## config.mk

```make
export PLATFORM = sky130hd
export DESIGN_NAME = switch_mode_regs
export DESIGN_NICKNAME = d
export VERILOG_FILES = /design/src/mode_regs_pkg.sv /design/src/mode_decoder.sv /design/src/access_timer.sv /design/src/switch_mode_regs.sv
export SDC_FILE = /design/constraint.sdc
export NUM_CORES = 1
export LEC_CHECK = 0
export BUFFER_PORTS_ARGS = -buffer_cell sky130_fd_sc_hd__buf_2
export CORE_MARGIN = 2
export CORE_UTILIZATION = 59
export DETAILED_ROUTE_END_ITERATION = 8
export PLACE_DENSITY = 0.94
export SLEW_MARGIN = 20
export SYNTH_ARGS = -nofsm -noshare
export SYNTH_HDL_FRONTEND = slang
export SYNTH_SLANG_ARGS = --single-unit
```

## constraint.sdc

```tcl
create_clock -name mclk -period 7.7 [get_ports mclk]
set_input_delay 0.385 -clock mclk [delete_from_list [all_inputs] [get_ports mclk]]
set_output_delay 0.385 -clock mclk [all_outputs]
set_load 0.02 [all_outputs]
```

## src/mode_regs_pkg.sv

```systemverilog
package mode_regs_pkg;

  // ----------------------------------------------------------------
  // register map (demultiplexed bus addresses, 5 address bits)
  // ----------------------------------------------------------------
  localparam logic [4:0] ADDR_OPERATION_MODE_CONTROL  = 5'h0f;
  localparam logic [4:0] ADDR_VERSION_AND_INIT_STATUS = 5'h1d;
  localparam logic [4:0] ADDR_MEMORY_ACCESS_COMMAND   = 5'h01;
  localparam logic [4:0] ADDR_MEMORY_ACCESS_ADDRESS   = 5'h02;
  localparam logic [4:0] ADDR_MEMORY_ACCESS_DATA      = 5'h03;
  localparam int          ADDR_BANK_BIT               = 4;

  // ----------------------------------------------------------------
  // reset values and field positions
  // ----------------------------------------------------------------
  localparam logic [7:0] OMC_RESET         = 8'h00;
  localparam int          OMC_MODE_HI      = 7;
  localparam int          OMC_MODE_LO      = 6;
  localparam int          OMC_PCM_STBY     = 5;
  localparam int          OMC_PCM_LOOP     = 4;
  localparam int          OMC_OPEN_DRAIN   = 3;
  localparam int          OMC_MON_HS       = 2;
  localparam int          OMC_SUB_STBY     = 1;
  localparam int          OMC_BANK_SEL     = 0;
  localparam int          VNS_INIT_REQ     = 7;
  localparam int          VNS_SW_RESET     = 4;
  localparam logic [3:0]  CODE_UNASSIGNED  = 4'h0;
  localparam logic [3:0]  CMD_CLEAR_ALL    = 4'h7;

  // ----------------------------------------------------------------
  // operating modes
  // ----------------------------------------------------------------
  typedef enum logic [1:0] {
    MODE_MEM_CLEAR = 2'b00,
    MODE_TEST      = 2'b01,
    MODE_INIT      = 2'b10,
    MODE_NORMAL    = 2'b11
  } op_mode_t;

  // ----------------------------------------------------------------
  // access durations in reference clock cycles (half cycles x2)
  // ----------------------------------------------------------------
  localparam int MEM_CLEAR_CYCLES  = 256;
  localparam int INIT_HALF_CYCLES  = 5;     // 2.5 cycles
  localparam int NORM_HALF_CYCLES  = 19;    // 9.5 cycles
  localparam int TRISTATE_CYCLES   = 1035;
  localparam int TEST_CYCLES       = 2057;
  // longest time: round down, at least one cycle
  localparam int INIT_CYCLES       = (INIT_HALF_CYCLES / 2 < 1) ? 1 : INIT_HALF_CYCLES / 2;
  localparam int NORM_CYCLES       = NORM_HALF_CYCLES / 2;
  localparam int CNT_W             = 12;

endpackage

```

## src/mode_decoder.sv

```systemverilog
module mode_decoder
  import mode_regs_pkg::*;
(
  input  wire logic [7:0] omc,
  output logic             subscriber_run,
  output logic             pcm_run,
  output logic             pcm_tx_drive,
  output logic             subscriber_drive,
  output logic             mem_broadcast,
  output logic [11:0]      access_cycles
);
  op_mode_t mode;

  // ----------------------------------------------------------------
  // static decode of the mode control byte
  // ----------------------------------------------------------------
  always_comb begin
    mode             = op_mode_t'(omc[OMC_MODE_HI:OMC_MODE_LO]);
    subscriber_run   = (mode == MODE_NORMAL) || (mode == MODE_TEST);
    pcm_run          = subscriber_run;
    pcm_tx_drive     = subscriber_run && omc[OMC_PCM_STBY];
    subscriber_drive = subscriber_run && omc[OMC_SUB_STBY];
    mem_broadcast    = (mode == MODE_TEST);
    unique case (mode)
      MODE_MEM_CLEAR: access_cycles = 12'(MEM_CLEAR_CYCLES);
      MODE_INIT:     access_cycles = 12'(INIT_CYCLES);
      MODE_NORMAL:   access_cycles = 12'(NORM_CYCLES);
      MODE_TEST:     access_cycles = 12'(TEST_CYCLES);
    endcase
  end
endmodule

```

## src/access_timer.sv

```systemverilog
module access_timer
  import mode_regs_pkg::*;
(
  input  wire logic             mclk,
  input  wire logic             rst_n,
  input  wire logic             ce,
  input  wire logic             start,
  input  wire logic [CNT_W-1:0] cycles,
  output logic                  busy,
  output logic                  done
);
  logic [CNT_W-1:0] cnt_reg, cnt_next;
  logic             done_reg, done_next;

  // ----------------------------------------------------------------
  // down counter; a start while busy is ignored
  // ----------------------------------------------------------------
  always_comb begin
    cnt_next  = cnt_reg;
    done_next = 1'b0;
    if (cnt_reg != '0) begin
      cnt_next  = cnt_reg - 1'b1;
      done_next = (cnt_reg == CNT_W'(1));
    end else if (start) begin
      // start cycle is the first access cycle, else busy runs one too long
      cnt_next  = cycles - 1'b1;
      done_next = (cycles == CNT_W'(1));
    end
  end

  always_ff @(posedge mclk or negedge rst_n) begin
    if (!rst_n) begin
      cnt_reg  <= '0;
      done_reg <= 1'b0;
    end else if (ce) begin
      cnt_reg  <= cnt_next;
      done_reg <= done_next;
    end
  end

  assign busy = (cnt_reg != '0);
  assign done = done_reg;
endmodule

```

## src/switch_mode_regs.sv

```systemverilog
module switch_mode_regs
  import mode_regs_pkg::*;
#(
  parameter logic [3:0] VERSION_CODE = 4'h5  // arbitrary value
) (
  input  wire logic        mclk,
  input  wire logic        rst_n,
  input  wire logic        ce,
  input  wire logic [4:0]  addr,
  input  wire logic        cs_n,
  input  wire logic        wr_n,
  input  wire logic        rd_n,
  input  wire logic        demux_mode,
  input  wire logic [7:0]  wdata,
  output logic [7:0]       rdata,
  input  wire logic        clock_fault,
  input  wire logic        interrupt_event,
  input  wire logic        tristate_init_req,
  input  wire logic [3:0]  pcm_rx_pin,
  input  wire logic [3:0]  pcm_tx_data,
  input  wire logic [3:0]  pcm_tx_float,
  output logic [3:0]       pcm_rx_data,
  output logic [3:0]       pcm_tx_out,
  output logic [3:0]       pcm_tx_oe,
  output logic             tristate_control_pin,
  output logic             subscriber_oe,
  output logic             subscriber_open_drain,
  output logic             subscriber_run,
  output logic             pcm_run,
  output logic             monitor_handshake_select,
  output logic             mem_we,
  output logic             mem_broadcast,
  output logic [7:0]       mem_addr,
  output logic [7:0]       mem_data,
  output logic [3:0]       mem_code,
  output logic             mem_busy,
  output logic             external_reset_output
);
  import mode_regs_pkg::*;

  // ----------------------------------------------------------------
  // state
  // ----------------------------------------------------------------
  logic [7:0] omc_reg, omc_next;
  logic [7:0] cmd_reg, cmd_next;
  logic [7:0] maddr_reg, maddr_next;
  logic [7:0] mdata_reg, mdata_next;
  logic       init_req_reg, init_req_next;
  logic       ext_rst_reg, ext_rst_next;
  logic       wr_d_reg, wr_d_next;
  logic [7:0] rdata_reg, rdata_next;
  logic       clear_run_reg, clear_run_next;
  logic       tri_run_reg, tri_run_next;
  logic [3:0] rx_s1_reg, rx_s2_reg;
  logic       fault_s1_reg, fault_s2_reg;
  logic [3:0] rx_mux;
  logic [3:0] tx_oe_next, tx_out_next;
  logic       tctl_next;

  // decoded mode and timer
  logic             dec_sub_run, dec_pcm_run, dec_pcm_drive, dec_sub_drive, dec_bcast;
  logic [CNT_W-1:0] dec_cycles, timer_cycles;
  logic             timer_busy, timer_done, timer_start;

  // ----------------------------------------------------------------
  // bus decode
  // ----------------------------------------------------------------
  logic       wr_strobe, rd_sel;
  logic [4:0] eff_addr;
  logic       mode_is_reset;

  always_comb begin
    eff_addr = addr;
    if (demux_mode) begin
      eff_addr[ADDR_BANK_BIT] = addr[ADDR_BANK_BIT] | omc_reg[OMC_BANK_SEL];
    end
    wr_strobe     = !cs_n && !wr_n && !wr_d_reg;  // one write per low phase
    rd_sel        = !cs_n && !rd_n;
    mode_is_reset = (omc_reg[OMC_MODE_HI:OMC_MODE_LO] == MODE_MEM_CLEAR);
  end

  mode_decoder u_dec (
    .omc              (omc_reg),
    .subscriber_run   (dec_sub_run),
    .pcm_run          (dec_pcm_run),
    .pcm_tx_drive     (dec_pcm_drive),
    .subscriber_drive (dec_sub_drive),
    .mem_broadcast    (dec_bcast),
    .access_cycles    (dec_cycles)
  );

  // tristate field init uses its own, longer figure in normal mode
  assign timer_cycles = tri_run_next && !timer_busy ? 12'(TRISTATE_CYCLES) : dec_cycles;
  assign timer_start  = wr_strobe && (eff_addr == ADDR_MEMORY_ACCESS_COMMAND) && !timer_busy
                        || (tri_run_next && !tri_run_reg);

  access_timer u_tmr (
    .mclk   (mclk),
    .rst_n  (rst_n),
    .ce     (ce),
    .start  (timer_start),
    .cycles (timer_cycles),
    .busy   (timer_busy),
    .done   (timer_done)
  );

  // ----------------------------------------------------------------
  // register next values
  // ----------------------------------------------------------------
  always_comb begin
    omc_next       = omc_reg;
    cmd_next       = cmd_reg;
    maddr_next     = maddr_reg;
    mdata_next     = mdata_reg;
    init_req_next  = init_req_reg;
    ext_rst_next   = ext_rst_reg;
    clear_run_next = clear_run_reg;
    tri_run_next   = tri_run_reg;
    wr_d_next      = !cs_n && !wr_n;
    rdata_next     = 8'h00;
    if (wr_strobe && !timer_busy) begin
      unique case (eff_addr)
        ADDR_OPERATION_MODE_CONTROL:  omc_next   = wdata;
        ADDR_MEMORY_ACCESS_ADDRESS:   maddr_next = wdata;
        ADDR_MEMORY_ACCESS_DATA:      mdata_next = wdata;
        ADDR_MEMORY_ACCESS_COMMAND: begin
          cmd_next = wdata;
          if (mode_is_reset && wdata[7:4] == CMD_CLEAR_ALL) begin
            clear_run_next = 1'b1;
          end
        end
        default: ;
      endcase
    end
    // write-only reset bit, held until an interrupt; other status bits ignore writes
    if (wr_strobe && eff_addr == ADDR_VERSION_AND_INIT_STATUS && wdata[VNS_SW_RESET]) begin
      ext_rst_next = 1'b1;
    end else if (interrupt_event) begin
      ext_rst_next = 1'b0;
    end
    if (tristate_init_req && !tri_run_reg && !timer_busy
        && omc_reg[OMC_MODE_HI:OMC_MODE_LO] == MODE_NORMAL) begin
      tri_run_next = 1'b1;
    end
    if (timer_done) begin
      if (clear_run_reg) begin
        init_req_next = 1'b0;
      end
      clear_run_next = 1'b0;
      tri_run_next   = 1'b0;
    end
    // fault sets, and set wins over the clear
    if (fault_s2_reg) begin
      init_req_next = 1'b1;
    end
    // reads return data only; no state changes
    if (rd_sel) begin
      unique case (eff_addr)
        ADDR_OPERATION_MODE_CONTROL:  rdata_next = omc_reg;
        ADDR_VERSION_AND_INIT_STATUS: rdata_next = {init_req_reg, 3'b000, VERSION_CODE};
        ADDR_MEMORY_ACCESS_COMMAND:   rdata_next = cmd_reg;
        ADDR_MEMORY_ACCESS_ADDRESS:   rdata_next = maddr_reg;
        ADDR_MEMORY_ACCESS_DATA:      rdata_next = mdata_reg;
        default:                      rdata_next = 8'h00;
      endcase
    end
  end

  // ----------------------------------------------------------------
  // pin outputs
  // ----------------------------------------------------------------
  always_comb begin
    for (int i = 0; i < 4; i++) begin
      tx_oe_next[i]  = dec_pcm_drive && !pcm_tx_float[i];
      tx_out_next[i] = pcm_tx_data[i];
      rx_mux[i]      = omc_reg[OMC_PCM_LOOP] ? pcm_tx_data[i] : rx_s2_reg[i];
    end
    tctl_next = dec_pcm_drive ? ~|tx_oe_next : 1'b1;
  end

  // ----------------------------------------------------------------
  // registers
  // ----------------------------------------------------------------
  always_ff @(posedge mclk or negedge rst_n) begin
    if (!rst_n) begin
      omc_reg        <= OMC_RESET;
      cmd_reg        <= 8'h00;
      maddr_reg      <= 8'h00;
      mdata_reg      <= 8'h00;
      init_req_reg   <= 1'b1;  // power-up counts as a fault
      ext_rst_reg    <= 1'b0;
      wr_d_reg       <= 1'b0;
      rdata_reg      <= 8'h00;
      clear_run_reg  <= 1'b0;
      tri_run_reg    <= 1'b0;
      fault_s1_reg   <= 1'b0;
      fault_s2_reg   <= 1'b0;
      rx_s1_reg      <= 4'h0;
      rx_s2_reg      <= 4'h0;
      pcm_rx_data    <= 4'h0;
      pcm_tx_out     <= 4'h0;
      pcm_tx_oe      <= 4'h0;
      tristate_control_pin     <= 1'b1;
      subscriber_oe            <= 1'b0;
      subscriber_open_drain    <= 1'b0;
      subscriber_run           <= 1'b0;
      pcm_run                  <= 1'b0;
      monitor_handshake_select <= 1'b0;
      mem_we         <= 1'b0;
      mem_broadcast  <= 1'b0;
      mem_addr       <= 8'h00;
      mem_data       <= 8'h00;
      mem_code       <= 4'h0;
      mem_busy       <= 1'b0;
      external_reset_output <= 1'b0;
    end else if (ce) begin
      omc_reg        <= omc_next;
      cmd_reg        <= cmd_next;
      maddr_reg      <= maddr_next;
      mdata_reg      <= mdata_next;
      init_req_reg   <= init_req_next;
      ext_rst_reg    <= ext_rst_next;
      wr_d_reg       <= wr_d_next;
      rdata_reg      <= rdata_next;
      clear_run_reg  <= clear_run_next;
      tri_run_reg    <= tri_run_next;
      // clock fault and receive pins: two stages before use
      fault_s1_reg   <= clock_fault;
      fault_s2_reg   <= fault_s1_reg;
      rx_s1_reg      <= pcm_rx_pin;
      rx_s2_reg      <= rx_s1_reg;
      pcm_rx_data    <= rx_mux;
      pcm_tx_out     <= tx_out_next;
      pcm_tx_oe      <= tx_oe_next;
      tristate_control_pin     <= tctl_next;
      subscriber_oe            <= dec_sub_drive;
      subscriber_open_drain    <= omc_reg[OMC_OPEN_DRAIN];
      subscriber_run           <= dec_sub_run;
      pcm_run                  <= dec_pcm_run;
      monitor_handshake_select <= omc_reg[OMC_MON_HS];
      mem_we         <= timer_busy || timer_start;
      mem_broadcast  <= clear_run_next || dec_bcast;
      mem_addr       <= maddr_next;
      mem_data       <= mdata_next;
      mem_code       <= clear_run_next ? CODE_UNASSIGNED : cmd_next[3:0];
      mem_busy       <= timer_busy || timer_start;
      external_reset_output <= ext_rst_next;
    end
  end

  assign rdata = rdata_reg;

  // ----------------------------------------------------------------
  // checks
  // ----------------------------------------------------------------
  chk_reset_halts: assert property (@(posedge mclk) disable iff (!rst_n)
    (omc_reg[7:6] == 2'b00) |=> !subscriber_run && !pcm_run)
    else $error("interfaces run in reset mode");
  chk_standby_float: assert property (@(posedge mclk) disable iff (!rst_n)
    (ce && !omc_reg[OMC_PCM_STBY]) |=> pcm_tx_oe == 4'h0 && tristate_control_pin)
    else $error("pcm outputs driven in standby");
  chk_sub_float: assert property (@(posedge mclk) disable iff (!rst_n)
    (ce && !omc_reg[OMC_SUB_STBY]) |=> !subscriber_oe)
    else $error("subscriber outputs driven in standby");
  chk_ext_reset_clear: assert property (@(posedge mclk) disable iff (!rst_n)
    (ce && interrupt_event && !wr_strobe) |=> !external_reset_output)
    else $error("external reset not released");
  chk_clear_time: assert property (@(posedge mclk) disable iff (!rst_n)
    $rose(clear_run_reg) |-> ##[1:256] !clear_run_reg)
    else $error("memory clear too slow");
  chk_fault_sets: assert property (@(posedge mclk) disable iff (!rst_n)
    (ce && fault_s2_reg) |=> init_req_reg)
    else $error("init flag not set by fault");
  chk_version_read: assert property (@(posedge mclk) disable iff (!rst_n)
    (ce && rd_sel && eff_addr == ADDR_VERSION_AND_INIT_STATUS) |=> rdata[3:0] == VERSION_CODE)
    else $error("version field wrong");
  chk_loop_data: assert property (@(posedge mclk) disable iff (!rst_n)
    (ce && omc_reg[OMC_PCM_LOOP]) |=> pcm_rx_data == $past(pcm_tx_data))
    else $error("loop data wrong");
endmodule

```

Word-level counts from Yosys, hierarchy flattened --
Index checks and enable logic that the tools add are counted.
Operators by class: bitwise logic cells 1, shift-type cells 0, mux-type cells 28, $mul 0, div/mod/pow operators 0, reductions and logical operators 49, equality and inequality tests 11, add/subtract/negate cells 2, $lt $le $gt $ge 0
Operator list (number):
- case mux 12 bit (4 select lines) | 1
- case mux 8 bit (5 select lines) | 1
- 2-to-1 mux 12 bit | 3
- equality test 12 x 1 -> 1 bit (second input constant) | 2
- subtractor 12 x 1 -> 12 bit (second input constant) | 2
- logical AND 1 bit | 20
- 2-to-1 mux 1 bit | 19
- AND reduction 3 bit | 5
- 2-to-1 mux 4 bit | 3
- nonzero test 12 bit | 1
- logical NOT 1 bit | 11
- equality test 5 x 2 -> 1 bit (second input constant) | 2
- 2-to-1 mux 8 bit | 1
- nonzero test 2 bit | 4
- equality test 5 x 1 -> 1 bit (second input constant) | 1
- equality test 5 x 4 -> 1 bit (second input constant) | 1
- equality test 5 bit (second input constant) | 1
- equality test 2 bit (second input constant) | 2
- equality test 4 x 3 -> 1 bit (second input constant) | 1
- logical OR 1 bit | 4
- AND reduction 2 bit | 2
- OR reduction 4 bit | 1
- equality test 2 x 1 -> 1 bit (second input constant) | 1
- logical NOT 2 bit | 1
- OR 1 bit | 1
Storage, ports and cells: bits in registers 91, bits in latches 0, memory bits (read-only) 0, memories 0, input port bits 35, memory bits (writable) 0

Longest topological paths before layout --
Gate-level depths: netlist of run 1.
word-level depth 11, gate-level depth with buffers 11, depth with buffers taken out 10

Cells and area by module --
From an unflattened synthesis of run 1, not the netlist that was laid out.
Second synthesis, totals: cells, all modules 457, area, all modules 4973.5 sq um
Modules (own cells, without submodules):
- switch_mode_regs | area each 3654.8 sq um, times used 1, cells an instance 302
- access_timer | area each 1202.4 sq um, times used 1, cells an instance 137
- mode_decoder | area each 116.4 sq um, times used 1, cells an instance 18

Worst setup path before layout of run 1 --
Ideal clock, no wire load.
path kind register to register, start point register u_tmr.cnt_reg[0], end point register u_tmr.cnt_reg[2], period minus slack after synthesis 2.482 ns, arrival time 2.355 ns, library setup time 0.127 ns, path slack 5.218 ns, data required time 7.573 ns, buffers on the path 1, cell stages (with the launch flop) 11, cells stage by stage dfrtp_1 > inv_1 > ha_1 > or3b_2 > nor3_4 > buf_2 > a21oi_1 > ha_1 > nor2_1 > a21oi_1 > mux2_1
Between the ends: longest elaborated chain between the ends 11
RTL lines:
- start, declared | RTL line access_timer.sv:12 | logic [CNT_W-1:0] cnt_reg, cnt_next;
- start signal, assigned | RTL line access_timer.sv:36 | cnt_reg <= cnt_next;
- nonzero test 12 bit | RTL line access_timer.sv:21, access_timer.sv:41
- logical NOT 1 bit | RTL line switch_mode_regs.sv:93, switch_mode_regs.sv:94, switch_mode_regs.sv:141
- logical AND 1 bit | RTL line switch_mode_regs.sv:141 | if (tristate_init_req && !tri_run_reg && !timer_busy
- logical AND 1 bit | RTL line switch_mode_regs.sv:142 | && omc_reg[OMC_MODE_HI:OMC_MODE_LO] == MODE_NORMAL) begin
- 2-to-1 mux 1 bit | RTL line switch_mode_regs.sv:141
- 2-to-1 mux 1 bit | RTL line switch_mode_regs.sv:145 | if (timer_done) begin
- logical AND 1 bit | RTL line switch_mode_regs.sv:93 | assign timer_cycles = tri_run_next && !timer_busy ? 12'(TRISTATE_CYCLES) : dec_cycles;
- 2-to-1 mux 12 bit | RTL line switch_mode_regs.sv:93
- subtractor 12 x 1 -> 12 bit | RTL line access_timer.sv:26 | cnt_next = cycles - 1'b1;
- 2-to-1 mux 12 bit | RTL line access_timer.sv:24 | end else if (start) begin
- 2-to-1 mux 12 bit | RTL line access_timer.sv:21 | if (cnt_reg != '0) begin
Several ways; a longest one is shown, not always the timed one. The select of a mux whose other input is x is not followed. A chain may end at the register's enable or synchronous reset.

Worst setup path in the final report of run 1 --
start point register u_tmr.cnt_reg[0], end point register cmd_reg[0]
Between the ends: longest elaborated chain between the ends 4
RTL lines:
- nonzero test 12 bit | RTL line access_timer.sv:41 | assign busy = (cnt_reg != '0);
- logical NOT 1 bit | RTL line switch_mode_regs.sv:121 | if (wr_strobe && !timer_busy) begin
- logical AND 1 bit | RTL line switch_mode_regs.sv:121
- 2-to-1 mux 4 bit | RTL line switch_mode_regs.sv:121
- end signal, assigned | RTL line switch_mode_regs.sv:218 | cmd_reg <= cmd_next;
- end, declared | RTL line switch_mode_regs.sv:45 | logic [7:0] cmd_reg, cmd_next;
Every way passes these cells.

==> qor.yml, run 1 <==
outcome: "finished, final reports clean"
seq_power_share_pct: 52.8
sw_frac_of_total_pct: 30.3
leakagePower_nw: 2.46
ios: 85
avgViaCountPerCell: 6.17
tritoncts.num_buffers: 9
cts-root-buf: "clkbuf_8"
core_area_um2: 7180
finalHoldViolCount: 0
routed_antenna_nets: 0
grt_max_degree: 92
max_clock_freq_ghz: 0.328
setup_total_negative_slack_ns: 0
seq_area_um2: 2280
timing.critical_path.to: "cmd_reg[0]"
worst_hold_slack_ns: 0.0721
die_x_um: 89.5
routed_wirelength_um: 10400
max-slew-margin-rel_pct: 39.4
instances_no_fill: 542
fill_cells: 537
ys_top_cells_by_area: "dfrtp_1 (52%), mux2_1 (8.1%), mux2_2 (4.4%)"
utilization_pct: 69.2
yosysTopAreaCellShare_pct: 51.6
antenna-diode-count: 0
hp-class: "input port to async pin"
dpl.cell_count: 526
gr-total-overflow: 0
critical_path_maximum_fanout: 13
synth_compound_gate_area_share_pct: 14.0
dpl_worst_slack_ns: 4.39
remaining_drc_errors: 0
synth_top_area_cell: "dfrtp_1"
met3WireLength_um: 675
switchingPower_uw: 328
postSynth.asyncResetShare_pct: 100
peakVddDrop_v: 0.000126
r2r_cells: 7
final.setup.worst_slack_ns: 4.65
rr_startpoint: "u_tmr.cnt_reg[0]"
routedLengthMet1_um: 4210
synth_top_flop_cell: "dfrtp_1"
synth_enable_flop_cells: 0
place_congestion: 0.951
rsz0062_at_grt: "no"
synth-xor-area-share_pct: 0
main_combinational_cell_family_by_area_after_synthesis: "multiplexers"
wl_per_cell_um: 19.2
cts_tree: "yes"
largest_reg_flops: 12
cp_startpoint_kind: "flip-flop"
final.period_utilization_pct: 39.6
finalNetCount: 479
post_cts_buffers: 0
comb_power_share_pct: 15.7
clk_pwr_share_pct: 31.5
grt_pass1_vias: 3375
worst-endpoint-arrival_ns: 3.30
critical_path.reg2reg.endpoint: "cmd_reg[0]"
yosys-mux-area-fraction_pct: 15.8
areaGrowthSynthToFinish_pct: 15.0
detail_route.iter0.violations: 202
cts_max_path_buffers: 2
floorplan.rows: 31
ys_types: 64
route.met2.wl_um: 5260
synth.net_count: 405
timing_worst_slew_pin_value_ns: 0.908
p_int_uw: 753
groute.usage.overall_pct: 27.6
htreeDepth: 3
synth.yosys.seq_area_share_pct: 52.8
drive_above_1_share_pct: 30.5
timing.max_cap.violations: 0
post_synth_and_or_nand_nor_area_fraction_pct: 12.4
startpoint: "u_tmr.cnt_reg[0]"
postCtsResizedCells: 0
grt_first_pass_wirelength_um: 16500
final.setup_skew_ns: 0.0100
clk_transition_reported_paths_ns: 0.09
tritoncts_num_sinks: 91
post_synth_most_frequent_cells: "dfrtp_1 (89), mux2_1 (31), nor2_1 (22), nand2_1 (20), a21oi_1 (18)"
die_y_um: 89.5
synth.cell_area_um2: 4320
yosys_register_bits: 91
post_synth_fa_ha_maj_area_fraction_pct: 1.74
grt_antenna_before_repair: 0
timing.final.max_slew_violations: 0
ff2ff_setup_slack_ns: 4.65
clkLatencyLatePin_ns: 0.37
multi_input_area_um2: 1890
ys.warnings.count: 0
finalSetupViolCount: 0
most_frequent_cell_after_synthesis: "dfrtp_1"
worstSetupPathType: "flip-flop to flip-flop"
synth_cells: 364
detail_route.first_pass.iterations: 6
timing.critical_path.to_type: "flip-flop"
post_synthesis_mean_instance_area_um2: 11.9
dp.final_hpwl_um: 7220
postCtsHoldBufs: 0
start_util_pct: 60.2
critical_path_data_required_time_ns: 7.95
highest-signal-layer: "met4"
floorplan.die_area_um2: 8020
cellPowerDensity_nw_per_um2: 218
num_vias: 3344
finalWorstPathRequiredPeriod_ns: 3.05
numPortBuffers: 84
-- routing by layer --
metal,global-route usage [%],vias up
met5,0,-
met4,12.6,0
met3,4.43,24
met2,47.0,147
met1,34.6,1666
li1,-,1507
-- cell families (layout without fill, tap and decap cells) --
family / Yosys count / in the layout
AND/OR/NAND/NOR: 95 / 95
flip-flops: 91 / 91
AO/OA/AOI/OAI: 82 / 82
multiplexers: 60 / 60
buffers and inverters: 30 / 109
adder cells (fa/ha/maj): 6 / 6
-- placed cells by master (no fill, tap or decap), types with 6 or more instances in the layout --
| cell type | n |
|---|---|
| dfrtp_1 | 89 |
| buf_2 | 83 |
| mux2_1 | 31 |
| nor2_1 | 22 |
| nand2_1 | 20 |
| a21oi_1 | 18 |
| mux2_2 | 17 |
| o21ai_0 | 11 |
| clkbuf_8 | 10 |
| nor3_1 | 9 |
| inv_1 | 8 |
| mux2i_1 | 8 |
| nor2b_1 | 7 |
| a22o_1 | 6 |
| a222oi_1 | 6 |
| ha_1 | 6 |
-- how the worst min path moves through the flow --
| stage | start | endpoint | cells past startpoint |
|---|---|---|---|
| 6_report | rst_n | pcm_tx_oe[2] | 1 |
| 5_1_grt | rst_n | pcm_tx_oe[2] | 1 |
| 4_1_cts | pcm_tx_float[0] | pcm_tx_oe[0] | 2 |
| 3_5_place_dp | pcm_tx_oe[3] | pcm_tx_oe[3] | 2 |
| 3_3_place_gp | pcm_tx_oe[2] | pcm_tx_oe[2] | 2 |
| 2_1_floorplan | rst_n | clear_run_reg | 0 |
-- power by group through the flow --
stage / logic [mW] / registers [mW] / clock network (mW)
final: 0.170 / 0.570 / 0.340
after global placement: 0.159 / 0.572 / 0
after CTS: 0.170 / 0.569 / 0.342
after global routing: 0.187 / 0.575 / 0.360
after floorplan: 0.110 / 0.571 / 0
after detailed placement: 0.168 / 0.578 / 0
-- worst max-delay path, stage by stage, from the launching register on --
cell and delay (ns):
dfrtp_1 0.42, inv_1 0.12, ha_1 0.21, or3b_2 0.55
nor3_4 0.50, and3_1 0.60, nand2_4 0.17, mux2_4 0.36
-- final cells by class --
class                      count  share of cell area (%)
sequential                    91                    45.9
inverter                       9                   0.680
clock buffer                  10                    2.77
clock inverter                 6                    1.44
multi-input combinational    243                    38.1
tap                           99                    2.49
timing repair buffer          84                    8.59
-- through the flow --
step | area [um2] | power (mW)
floorplan | 4320 | 0.682
global placement | 4750 | 0.731
detailed placement | 4750 | 0.746
finish | 4970 | 1.08
global route | 4970 | 1.12
CTS | 4960 | 1.08
(Power assumes the default switching activity.)
==> run 2, diff against run 1 <==
--- a/config.mk
+++ b/config.mk
@@ -7,9 +7,9 @@
 export LEC_CHECK = 0
 export BUFFER_PORTS_ARGS = -buffer_cell sky130_fd_sc_hd__buf_2
 export CORE_MARGIN = 2
-export CORE_UTILIZATION = 59
+export CORE_UTILIZATION = 55
 export DETAILED_ROUTE_END_ITERATION = 8
-export PLACE_DENSITY = 0.94
+export PLACE_DENSITY = 0.89
 export SLEW_MARGIN = 20
 export SYNTH_ARGS = -nofsm -noshare
 export SYNTH_HDL_FRONTEND = slang
==> constraint.sdc (replaced) <==
create_clock -name mclk -period 3.1 [get_ports mclk]
set_input_delay 0.155 -clock mclk [delete_from_list [all_inputs] [get_ports mclk]]
set_output_delay 0.155 -clock mclk [all_outputs]
set_load 0.02 [all_outputs]
==> run 2 against run 1 <==
Against the previous run: sequential share of layout area down 1.5 points; cell count grew 3.9%; maximum frequency grew 19%; via count grew 3.7%; power increased to 2.5 times the previous value; setup slack worse by 4.1 ns; clock power rose to 2.6 times the previous value; critical endpoint is now cmd_reg[2]; highest routed layer unchanged; first-iteration DRC count is 99% higher; die area up 7.0%.
==> qor.yml, run 2 (synthesis gave the netlist of run 1 again) <==
cellPowerDensity_nw_per_um2: 534  # +150%
final.setup_skew_ns: 0.0106  # +0.000607 ns
cts-root-buf: "clkbuf_8"
p_int_mw: 1.94  # +160%
timing_worst_slew_pin_value_ns: 0.843  # -0.0642 ns
routed_antenna_nets: 0  # unchanged
max_clock_freq_ghz: 0.390  # +19%
worstSetupPathType: "flip-flop to flip-flop"
seq_area_um2: 2280  # unchanged
max-slew-margin-rel_pct: 43.7  # +4.3 points
finalHoldViolCount: 0  # unchanged
placed_cell_area_um2: 4850  # +2.1%
sw_frac_of_total_pct: 29.3  # -1.0 points
switchingPower_uw: 803  # +150%
tritoncts.num_buffers: 9  # unchanged
critPathMaxStageDelay_ns: 0.53  # -0.07 ns
final.setup.worst_slack_ns: 0.534  # -4.12 ns
gr-total-overflow: 0  # unchanged
floorplan.rows: 32  # +3.2%
multi_input_area_um2: 1890  # unchanged
post-route-cell-area_um2: 5130  # +3.3%
setup_total_negative_slack_ns: 0  # unchanged
remaining_drc_errors: 0  # unchanged
timing.final.max_slew_violations: 0  # unchanged
finalNetCount: 497  # +3.8%
layout_commonest_cell: "dfrtp_1"
hp-class: "input port to flip-flop"
routed_wirelength_um: 10800  # +3.8%
post_cts_buffers: 0  # unchanged
critical_path_data_required_time_ns: 3.35  # -4.60 ns
finalWorstPathRequiredPeriod_ns: 2.57  # -0.481 ns
floorplan.die_area_um2: 8580  # +7.0%
seq_power_share_pct: 51.5  # -1.3 points
place_congestion: 0.914  # -3.9%
fill_cells: 585  # +8.9%
leakagePower_nw: 2.56  # +3.8%
clk_pwr_share_pct: 32.8  # +1.3 points
groute.usage.overall_pct: 26.2  # -1.4 points
detail_route.iter0.violations: 401  # +99%
ios: 85  # unchanged
rsz0062_at_grt: "no"
grt_antenna_before_repair: 0  # unchanged
timing.max_cap.violations: 0  # unchanged
largest_reg_flops: 12  # unchanged
drive_above_1_share_pct: 32.1  # +1.6 points
wl_per_cell_um: 19.2  # about the same
antenna-diode-count: 0  # unchanged
final.period_utilization_pct: 82.8  # +43 points
cts_max_path_buffers: 2  # unchanged
start_util_pct: 56.5  # -3.7 points
timing.critical_path.to_type: "flip-flop"
grt_pass1_vias: 3414  # +1.2%
path_cells: "inv_1 -> ha_1 -> or3b_2 -> nor3_4 -> and3_1 -> nand2_4 -> mux2_4"
critical_path_maximum_fanout: 8  # -5
comb_power_share_pct: 15.7  # about the same
clkLatencyLatePin_ns: 0.36  # about the same
dpl_worst_slack_ns: 0.576  # -3.82 ns
peakVddDrop_v: 0.000515  # +310%
finalSetupViolCount: 0  # unchanged
worst-endpoint-arrival_ns: 2.81  # -0.49 ns
slowest_stage: "or3b_2"
clk_transition_reported_paths_ns: 0.09  # about the same
mostFrequentLayoutCells: "dfrtp_1 (89), buf_2 (83), mux2_1 (31), nor2_1 (22), nand2_1 (20)"
num_vias: 3467  # +3.7%
cts_tree: "yes"
die_y_um: 92.6  # +3.4%
htreeDepth: 3  # unchanged
detail_route.first_pass.iterations: 5  # -1
tritoncts_num_sinks: 91  # unchanged
outcome: "finished, final reports clean"
areaGrowthSynthToFinish_pct: 18.8
die_x_um: 92.6  # +3.4%
avgViaCountPerCell: 6.16  # -0.19%
grt_max_degree: 54  # -41%
numPortBuffers: 84  # unchanged
cp_startpoint_kind: "flip-flop"
grt_first_pass_wirelength_um: 17400  # +5.6%
dp.final_hpwl_um: 7560  # +4.8%
core_area_um2: 7650  # +6.6%
## run 2: cell count changes in the layout (fill, tap and decap cells not counted)
cell / before / now
clkinv_4: 1 / 2
buf_6: 1 / 0
dlygate4sd3_1: 0 / 5
buf_4: 0 / 14
inv_6: 2 / 1
clkbuf_8: 10 / 9
bufinv_16: 1 / 2
## run 2: worst paths after layout
kind | endpoint | depth (start not counted) | startpoint | slack [ns]
worst min-delay path | tristate_control_pin | 2 | ce | 0.01
min in group asynchronous | omc_reg[0] | 2 | rst_n | 0.37
worst max-delay path | cmd_reg[2] | 7 | u_tmr.cnt_reg[0] | 0.53
worst min register to register | pcm_tx_oe[0] | 2 | pcm_tx_oe[0] | 0.49
max in group asynchronous | tristate_control_pin | 3 | rst_n | 1.93
worst max register to register | cmd_reg[2] | 7 | u_tmr.cnt_reg[0] | 0.53
## run 2: metrics by stage
stage / std cells / utilization [%] / power, mW / hold WS [ns]
after CTS: 563 / 67.1 / 2.74 / 0.00730
after global placement: 542 / 63.5 / 1.83 / 0.219
final: 563 / 67.1 / 2.74 / 0.0135
after detailed placement: 542 / 63.5 / 1.85 / 0.230
after floorplan: 364 / - / 1.69 / -0.141
after global routing: 563 / 67.1 / 2.87 / 0.00706
## run 2: metal layers
metal,vias up,global-route usage (%),wire (um)
li1,1546,-,-
met1,1688,34.3,4340
met2,199,44.3,5280
met3,34,6.59,918
met4,0,6.22,253
met5,-,0,0
## run 2: worst max-delay path, delay by kind of cell (launching register included)
family / cells / cell delay, ns
simple gates: 4 / 1.40
fa+ha+maj: 1 / 0.20
buf+inv: 1 / 0.11
mux: 1 / 0.33
flops: 1 / 0.42
## run 2: layout make-up
cell class,instances,share of cell area [%]
Clock buffer,9,2.41
Clock inverter,7,1.98
Inverter,9,0.659
Multi-Input combinational cell,243,36.9
Sequential cell,91,44.4
Tap cell,102,2.49
Timing Repair Buffer,102,11.1
## run 2: power by group through the flow
stage          clock, mW  combinational (mW)  sequential, mW
2_1_floorplan          0               0.274            1.42
3_3_place_gp           0               0.405            1.42
3_5_place_dp           0               0.423            1.43
4_1_cts            0.906               0.433            1.41
5_1_grt            0.960               0.481            1.43
6_report           0.898               0.431            1.41
## run 2: repair_timing
item	4_1_cts	5_1_grt
resized for setup	0	0
setup endpoints to repair	0	0
hold endpoints to repair	54	0
hold buffers	5	0
==> run 3, diff against run 2 <==
==> constraint.sdc (replaced) <==
create_clock -name mclk -period 2.45 [get_ports mclk]
set_input_delay 0.1225 -clock mclk [delete_from_list [all_inputs] [get_ports mclk]]
set_output_delay 0.1225 -clock mclk [all_outputs]
set_load 0.02 [all_outputs]
==> run 3 against run 2 <==
Against the previous run: final area is 4.9% higher; critical path depth is 3 higher; first-iteration DRC count is 22% lower; sequential share of layout area is 2.1 points lower; routed wire length is 3.9% higher; largest cell class unchanged; critical path type unchanged; global-route usage is 1.2 points higher; via count is 1.8% higher; non-clock buffer count is 31 higher; highest routed layer unchanged; cell count is 5.5% higher; utilization is 3.3 points higher.
==> qor.yml, run 3 (synthesis gave the netlist of run 1 again) <==
post-route-cell-area_um2: 5380  # +4.9%
seq_power_share_pct: 51.0  # -0.5 points
grt_max_degree: 55  # +1.9%
final.setup_skew_ns: 0.0162  # +0.00558 ns
tritoncts_num_sinks: 91  # unchanged
antenna-diode-count: 0  # unchanged
critical_path_data_required_time_ns: 2.74  # -0.61 ns
dp.final_hpwl_um: 7810  # +3.2%
detail_route.first_pass.iterations: 5  # unchanged
finalWorstPathRequiredPeriod_ns: 2.36  # -0.211 ns
timing.critical_path.to_type: "flip-flop"
die_x_um: 92.6  # unchanged
path_cells: "inv_2 -> ha_2 -> or3b_4 -> nor3_4 -> a21oi_2 -> ha_1 -> o21ai_0 -> nand3b_1 -> a22o_1 -> a21oi_2"
largest_reg_flops: 12  # unchanged
peakVddDrop_v: 0.000427  # -17%
timing_worst_slew_pin_value_ns: 0.866  # +0.0224 ns
worst-endpoint-arrival_ns: 2.65  # -0.16 ns
mostFrequentLayoutCells: "dfrtp_1 (89), buf_2 (83), buf_4 (35), mux2_1 (31), nor2_1 (22)"
hp-class: "input port to flip-flop"
cellPowerDensity_nw_per_um2: 641  # +20%
routed_wirelength_um: 11200  # +3.9%
finalSetupViolCount: 0  # unchanged
areaGrowthSynthToFinish_pct: 24.6
multi_input_area_um2: 1910  # +1.1%
critPathMaxStageDelay_ns: 0.40  # -0.13 ns
groute.usage.overall_pct: 27.5  # +1.2 points
crit_top_cell: "a21oi_2"
timing.final.max_slew_violations: 0  # unchanged
p_int_mw: 2.39  # +23%
placed_cell_area_um2: 5000  # +3.0%
cts_tree: "yes"
ff2ff_setup_slack_ns: 0.09  # -0.44 ns
outcome: "finished, final reports clean"
max-slew-margin-rel_pct: 42.2  # -1.5 points
sw_frac_of_total_pct: 30.7  # +1.4 points
comb_power_share_pct: 20.3  # +4.6 points
seq_area_um2: 2280  # unchanged
place_congestion: 0.959  # +5.0%
wl_per_cell_um: 18.9  # -1.5%
core_area_um2: 7650  # unchanged
worstSetupPathType: "flip-flop to flip-flop"
remaining_drc_errors: 0  # unchanged
die_y_um: 92.6  # unchanged
timing.max_cap.violations: 0  # unchanged
layout_commonest_cell: "dfrtp_1"
cts_max_path_buffers: 2  # unchanged
tritoncts.num_buffers: 9  # unchanged
gr-total-overflow: 0  # unchanged
slowest_stage: "dfrtp_1"
setup_total_negative_slack_ns: 0  # unchanged
fill_cells: 552  # -5.6%
clk_pwr_share_pct: 28.7  # -4.1 points
finalNetCount: 528  # +6.2%
cp_startpoint_kind: "flip-flop"
start_util_pct: 56.5  # unchanged
floorplan.die_area_um2: 8580  # unchanged
grt_antenna_before_repair: 0  # unchanged
clkLatencyLatePin_ns: 0.37  # about the same
routed_antenna_nets: 0  # unchanged
drive_above_1_share_pct: 35.8  # +3.7 points
critical_path_maximum_fanout: 6  # -2
numPortBuffers: 84  # unchanged
cts-root-buf: "clkbuf_8"
htreeDepth: 3  # unchanged
max_clock_freq_ghz: 0.425  # +9.0%
finalHoldViolCount: 0  # unchanged
leakagePower_nw: 2.69  # +5.2%
clk_transition_reported_paths_ns: 0.09  # about the same
final.period_utilization_pct: 96.1  # +13 points
floorplan.rows: 32  # unchanged
grt_first_pass_wirelength_um: 18200  # +4.2%
switchingPower_mw: 1.06  # +32%
grt_pass1_vias: 3588  # +5.1%
num_vias: 3531  # +1.8%
avgViaCountPerCell: 5.94  # -3.5%
detail_route.iter0.violations: 311  # -22%
ios: 85  # unchanged
==> run 3: critical path, delay by kind of cell (launching register included) <==
family	cells	cell delay [ns]
and+or+nand+nor	3	0.86
buffers and inverters	1	0.07
DFF	1	0.40
adders and majority gates	2	0.41
AOI/OAI and AO/OA	4	0.55
==> run 3: layout make-up <==
class | count | share of cell area (%)
multi-input cells | 243 | 35.6
well taps | 102 | 2.37
inverters | 9 | 0.628
flip-flops and latches | 91 | 42.4
clock inverters | 4 | 0.605
repair buffers | 133 | 15.6
clock buffers | 12 | 2.88
==> run 3: worst paths after layout <==
kind | from | end | depth (start not counted)
setup / recovery | u_tmr.cnt_reg[0] | u_tmr.cnt_reg[9] | 10
hold / removal | cs_n | wr_d_reg | 2
setup reg to reg | u_tmr.cnt_reg[0] | u_tmr.cnt_reg[9] | 10
hold reg to reg | cmd_reg[5] | cmd_reg[5] | 1
max in group asynchronous | rst_n | init_req_reg | 3
min in group asynchronous | rst_n | pcm_tx_oe[2] | 2
==> run 3: power groups by stage <==
stage          Sequential, mW  Combinational, mW  Clock (mW)
6_report                 1.76              0.700       0.988
5_1_grt                  1.78              0.763        1.07
4_1_cts                  1.75              0.669       0.993
3_5_place_dp             1.78              0.648           0
3_3_place_gp             1.77              0.626           0
2_1_floorplan            1.80              0.347           0
==> run 3: metrics by stage <==
step                setup slack [ns]  hold WS, ns  cells  util (%)  total power, mW
CTS                           0.0282      0.00353    593      70.0             3.41
global placement              0.0573        0.213    560      65.4             2.39
global route                 -0.0402       0.0195    594      70.4             3.61
floorplan                    0.00222       -0.173    364         -             2.14
detailed placement           -0.0165        0.225    560      65.4             2.43
finish                        0.0949      0.00912    594      70.4             3.45
==> run 3: routing by layer <==
| layer | GRT usage (%) | up-vias | routed length [um] |
|---|---|---|---|
| li1 | - | 1606 | - |
| met1 | 36.8 | 1757 | 4710 |
| met2 | 45.0 | 147 | 5520 |
| met3 | 6.02 | 21 | 800 |
| met4 | 8.71 | 0 | 187 |
| met5 | 0 | - | 0 |
==> run 3: repair_timing <==
action / in CTS / in global routing
endpoints found under the setup margin: 4 / 16
hold buffers: 14 / 0
pin swaps: 1 / 2
gates resized for setup: 0 / 8
endpoints found under the hold margin: 65 / 0
buffers inserted: 3 / 1
